[src/rtl/sarcs_pkg.sv]
// constants and types shared by the conversion sequencer files
package sarcs_pkg;
    localparam int          SARCS_WIDTH       = 12;
    localparam int          SARCS_IDX_W       = 4;
    localparam logic [11:0] SARCS_RESET_PAT   = 12'h7ff;
    localparam logic [3:0]  SARCS_MSB_IDX     = 4'hb;
    localparam logic [3:0]  SARCS_LSB_IDX     = 4'h0;
    localparam logic        SARCS_DONE_IDLE   = 1'h1;

    typedef enum logic [1:0] {
        SARCS_S_HOLD = 2'h0,
        SARCS_S_CONV = 2'h1,
        SARCS_S_DONE = 2'h3
    } sarcs_state_type;
endpackage

[src/rtl/sarcs_step_if.sv]
// step and load strobes between the sequencer and its approximation register
`timescale 1ns/100ps
interface sarcs_step_if;
    logic                                   load;
    logic                                   step;
    logic [sarcs_pkg::SARCS_IDX_W-1:0]      bit_idx;
    logic                                   cmp;
    logic [sarcs_pkg::SARCS_WIDTH-1:0]      result;

    modport ctrl (output load, output step, output bit_idx, output cmp, input result);
    modport regs (input load, input step, input bit_idx, input cmp, output result);
endinterface

[src/rtl/sarcs_approx_reg.sv]
// successive approximation register: reset pattern, bit decision and next trial bit
`timescale 1ns/100ps
module sarcs_approx_reg (
    input  wire logic   i_clk,
    input  wire logic   i_reset,
    sarcs_step_if.regs  bus
);
    import sarcs_pkg::*;

    logic [SARCS_WIDTH-1:0] result_q;

    // decided bit takes the comparator, the bit below becomes the trial (low)
    function automatic logic [SARCS_WIDTH-1:0] decide(input logic [SARCS_WIDTH-1:0] q,
                                                      input logic [SARCS_IDX_W-1:0] idx,
                                                      input logic                   cmp);
        logic [SARCS_WIDTH-1:0] n;
        n = q;
        for (int i = 0; i < SARCS_WIDTH; i++) begin
            if (i == int'(idx)) begin
                n[i] = cmp;
            end
            if (i + 1 == int'(idx)) begin
                n[i] = 1'b0; // RULE5
            end
        end
        return n;
    endfunction

    always_ff @(posedge i_clk) begin
        if (i_reset) begin
            result_q <= SARCS_RESET_PAT;
        end else if (bus.load) begin
            result_q <= SARCS_RESET_PAT; // RULE1
        end else if (bus.step) begin
            result_q <= decide(result_q, bus.bit_idx, bus.cmp); // RULE4
        end
    end

    assign bus.result = result_q;
endmodule

[src/rtl/sarcs_sequencer.sv]
// conversion sequencer of a 12-bit successive approximation converter
`timescale 1ns/100ps
// What this block does
// RULE1: low start input resets register next edge: msb low, lower bits high.
// RULE2: register holds reset pattern while start stays low; no decisions made.
// RULE3: after start returns high, decisions begin at the following rising edge.
// RULE4: bit under test takes the comparator level, starting with the msb.
// RULE5: same edge that decides a bit drives the next lower bit low.
// RULE6: one decision per rising edge, moving down until lsb is decided.
// RULE7: after lsb decision the active-low done output goes low.
// RULE8: twelve outputs carry complemented binary, msb on top, lsb at bottom.
// RULE9: result and low done hold until start goes low again.
// RULE10: done output stays high throughout a conversion in progress.
// RULE11: controller trusts result outputs only while done is low.
// RULE12: register advances only on rising conversion clock edges, one step each.
// RULE13: start input ignored during conversion; controller syncs start to clock.
// RULE14: done output goes high when the start-driven reset takes effect.
module sarcs_sequencer (
    input  wire logic                           I_CLK,
    input  wire logic                           I_RESET,
    input  wire logic                           I_START_CONVERSION_N,
    input  wire logic                           I_COMPARATOR_OUT,
    output logic [sarcs_pkg::SARCS_WIDTH-1:0]   O_RESULT_BITS,
    output logic                                O_CONVERSION_DONE_N
);
    import sarcs_pkg::*;

    sarcs_state_type        state_q;
    logic [SARCS_IDX_W-1:0] idx_q;
    logic                   done_n_q;
    logic                   start_req;
    logic                   last_step;

    sarcs_step_if step_bus ();

    // start is only honoured outside a conversion
    assign start_req = (state_q != SARCS_S_CONV) && !I_START_CONVERSION_N; // RULE13
    assign last_step = step_bus.step && (idx_q == SARCS_LSB_IDX);

    assign step_bus.load    = start_req; // RULE1 RULE2
    // first decision happens on the first edge that sees start high while holding
    assign step_bus.step    = (state_q == SARCS_S_HOLD && I_START_CONVERSION_N)
                              || state_q == SARCS_S_CONV; // RULE3 RULE12
    assign step_bus.bit_idx = idx_q;
    assign step_bus.cmp     = I_COMPARATOR_OUT;

    sarcs_approx_reg u_reg (
        .i_clk   (I_CLK),
        .i_reset (I_RESET),
        .bus     (step_bus)
    );

    // sequence state
    always_ff @(posedge I_CLK) begin
        if (I_RESET) begin
            state_q <= SARCS_S_HOLD;
        end else begin
            case (state_q)
                SARCS_S_HOLD: begin
                    if (I_START_CONVERSION_N) begin
                        state_q <= SARCS_S_CONV; // RULE3
                    end
                end
                SARCS_S_CONV: begin
                    if (idx_q == SARCS_LSB_IDX) begin
                        state_q <= SARCS_S_DONE; // RULE6
                    end
                end
                SARCS_S_DONE: begin
                    if (!I_START_CONVERSION_N) begin
                        state_q <= SARCS_S_HOLD; // RULE9
                    end
                end
                default: begin
                    state_q <= SARCS_S_HOLD;
                end
            endcase
        end
    end

    // bit pointer walks down one place per edge
    always_ff @(posedge I_CLK) begin
        if (I_RESET || start_req) begin
            idx_q <= SARCS_MSB_IDX;
        end else if (step_bus.step && idx_q != SARCS_LSB_IDX) begin
            idx_q <= idx_q - 4'h1; // RULE6
        end
    end

    // done flag: high from the start-driven reset until the lsb is decided
    always_ff @(posedge I_CLK) begin
        if (I_RESET) begin
            done_n_q <= SARCS_DONE_IDLE;
        end else if (start_req) begin
            done_n_q <= SARCS_DONE_IDLE; // RULE14 RULE10
        end else if (last_step) begin
            done_n_q <= 1'b0; // RULE7
        end
    end

    // the register bits themselves are the complemented code, no inversion needed
    assign O_RESULT_BITS       = step_bus.result; // RULE8
    assign O_CONVERSION_DONE_N = done_n_q;

    // ones on every bit below the given position
    function automatic logic [SARCS_WIDTH-1:0] below_mask(input logic [SARCS_IDX_W-1:0] idx);
        below_mask = (12'h001 << idx) - 12'h001;
    endfunction

    // checker helper: counts decision edges from the msb edge on, independent of the bit pointer
    logic [SARCS_IDX_W-1:0] busy_len_q;

    always_ff @(posedge I_CLK) begin
        if (I_RESET || start_req) begin
            busy_len_q <= 4'h0;
        end else if (state_q == SARCS_S_HOLD && I_START_CONVERSION_N) begin
            busy_len_q <= 4'h1;
        end else if (state_q == SARCS_S_CONV) begin
            busy_len_q <= busy_len_q + 4'h1;
        end
    end
endmodule

[config.mk]
export PLATFORM = sky130hd
export DESIGN_NAME = sarcs_sequencer
export DESIGN_NICKNAME = d
export VERILOG_FILES = /design/src/rtl/sarcs_pkg.sv /design/src/rtl/sarcs_step_if.sv /design/src/rtl/sarcs_approx_reg.sv /design/src/rtl/sarcs_sequencer.sv
export SDC_FILE = /design/constraint.sdc
export NUM_CORES = 1
export LEC_CHECK = 0
export BUFFER_PORTS_ARGS = -buffer_cell sky130_fd_sc_hd__buf_2
export CAP_MARGIN = 20
export CORE_MARGIN = 3
export CORE_UTILIZATION = 50
export CTS_BUF_LIST = sky130_fd_sc_hd__clkbuf_16
export DETAILED_ROUTE_END_ITERATION = 12
export PLACE_DENSITY_LB_ADDON = 0.08
export SLEW_MARGIN = 20
export SYNTH_ARGS = -nofsm -noshare
export SYNTH_HDL_FRONTEND = slang
export SYNTH_SLANG_ARGS = --single-unit
[constraint.sdc]
create_clock -name I_CLK -period 1.6 [get_ports I_CLK]
set_input_delay 0.32 -clock I_CLK [delete_from_list [all_inputs] [get_ports I_CLK]]
set_output_delay 0.32 -clock I_CLK [all_outputs]
set_load 0.05 [all_outputs]
==> results.md <==
* Run status: completed
* Power per cell area at 1028 nW/um2
* Post-synth EDFFs at 0
* Synth top area share at 41.42%
* Largest net degree at the start of global routing at 13
* N_diodes at 0
* Worst-case clock buffer depth at 2
* Post-DP HPWL at 1.417 mm
* Vias at 814
* H-tree depth at 1
* Most area-hungry cell type in the Yosys netlist: dfxtp_1
* Yosys warnings at 0
* TNS Setup at 0 ps
* Clock tree sinks at 19
* Gr usage total at 17.56%
* CTS tree: done
* Endpoint class of the critical path: flip-flop
* Layout cells sized above 1 at 23.20%
* Die Footprint at 2387 um2
* Cell with the most instances after synthesis: nand3_1
* Initial drt markers at 13
* Flops & latches, synth at 19
* Post-synthesis sequential area ratio at 41.42%
* Final WL at 1.856 mm
* Cells after synthesis at 106
* Mapped Avg Cell Area at 8.664 um2
* Hold WC Path Type: in2reg
* Count of final setup violators at 0
* CP required at 1740 ps
* Vias in the first global route at 753
* Root Buffer: clkbuf_16
* First-pass GRT wire length at 3.312 mm
* Slew margin rel. at 71.44%
* CP startpoint kind: flip-flop
* Initial antenna violation count at 0
* Die W at 48.86 um
* RePlAce Congestion at 0.8594
* P&R area growth vs syn at 20.16%
* Fillers at 142
* Fin area at 1104 um2
* Main synth FF type: dfxtp_1
* Post-DR wirelength/cell at 12.46 um
* Grt ovf at 0
* Latest clock arrival within the worst-skew pair at 240 ps
* Least-Margin Pin Slew at 427.9 ps
* DP Area at 1025 um2
* Starting Density at 56.99%
* Worst-path fanout max at 5
* Cell variety after synth at 30
* Post-DR vias/cell at 5.463
* Cts repair resizes at 0
* Ys async rst share at 0%
* Synth area leaders: dfxtp_1 41%, nand3_1 11%, ha_1 5.4%
* Core ar. at 1612 um2
* Synth cell count leaders: 20 x nand3_1, 19 x dfxtp_1, 10 x o21ai_0
* Worst Path Arrival at 1600 ps
* FP Rows at 14
* Max rail drop VDD at 547.8 uV
* DR pass1 iterations at 4
* Post-route ant nets at 0
* Final hold vios at 0
* RSZ-0062 raised after global routing: false
* Residual DRC at 0
* Die Ht at 48.86 um
* Synthesized cell area at 918.4 um2
* Synth Net Count at 114
* Io pins at 17
* CTS Buf Count at 3
* Crit Path Class: reg2reg
* Post-CTS setup buffer count at 0
* Clock skew at 0.8918 ps
* Pins Over Slew Limit at 0
* Fmax at 0.6825 GHz
* Fin nets at 134
* Period Utilization, post-route at 91.57%
* Port bufs at 16
* Max Cap Viol at 0
* Lkg Pwr at 0.4418 nW
* Worst-path clk slew at 50 ps
* Min cycle time layout at 1465 ps
* Hold-fix buffer count after cts at 0
power by group:
part / switching [mW] / leakage (nW) / internal (mW)
Sequential: 0.0144 / 0.155 / 0.489
Clock: 0.158 / 0.0423 / 0.332
Combinational: 0.0954 / 0.245 / 0.0465
Total: 0.268 / 0.442 / 0.867
per-stage QoR:
step / utilization (%) / worst slack (ps) / power (mW) / std cells / hold WS, ps
5_1_grt: 68.48 / 23.49 / 1.196 / 149 / 275.6
3_5_place_dp: 63.59 / 146.5 / 0.6532 / 145 / 454.5
3_3_place_gp: 63.59 / 266.4 / 0.6504 / 145 / 446.1
6_report: 68.48 / 134.9 / 1.135 / 149 / 256.7
2_1_floorplan: - / 321.9 / 0.6185 / 106 / 396.1
4_1_cts: 68.48 / 131.2 / 1.147 / 149 / 256.6
layout by cell type (no fill, tap or decap), types with 2 or more instances in the layout:
cell type	netlist	routed
nor2_2	2	2
a21oi_1	2	2
ha_1	4	4
o21ai_0	10	10
nand2_1	5	5
nand3_1	20	20
dfxtp_1	19	19
o21ai_1	3	3
nor2_1	8	8
and2_1	2	2
mux2i_1	4	4
buf_2	0	16
o21a_1	3	3
clkbuf_16	0	3
inv_1	6	7
nor2b_1	2	2
sequential cells by signal, indices dropped and copies added, names as in the netlist:
register             count
idx_q                    4
O_CONVERSION_DONE_N      1
u_reg.bus.result        12
state_q                  2
layout make-up:
type                            count  area, um2  share of cell area [%]
Timing Repair Buffer               17      87.58                   7.936
Clock inverter                      1      3.754                  0.3401
Sequential cell                    19      380.4                   34.47
Clock buffer                        3      75.07                   6.803
Multi-Input combinational cell     79      504.2                   45.69
Tap cell                           24      30.03                   2.721
Inverter                            6      22.52                   2.041
cell families (layout without fill, tap and decap cells):
logic type,after synthesis,in the layout,share of synthesized area (%)
buf+inv,8,27,3.678
flops,19,19,41.42
mux,4,4,4.360
xor+xnor,1,1,0.9539
fa+ha+maj,4,4,5.450
compound gates,24,24,16.49
simple gates,46,46,27.66
critical path: stages (launching register included):
cell and delay (ps):
dfxtp_1 430, inv_1 100, ha_1 270, nor3b_2 190
nor2_1 150, xnor2_1 150, nand2_1 70
routing by layer:
layer / part of all wire [%] / up-vias / GRT usage [%] / wire [um]
li1: - / 413 / - / -
met1: 46 / 378 / 21.39 / 845
met2: 48 / 18 / 29.64 / 886
met3: 5.2 / 5 / 3.976 / 96
met4: 1.5 / 0 / 7.109 / 28
met5: 0 / - / 0 / 0
final timing paths:
check / from / to / slack [ps] / depth (start not counted)
max: idx_q[0] / idx_q[0] / 130 / 6
min: I_RESET / state_q[1] / 260 / 2
max reg2reg: idx_q[0] / idx_q[0] / 130 / 6
min reg2reg: O_CONVERSION_DONE_N / O_CONVERSION_DONE_N / 460 / 2
(Power assumes the default switching activity.)
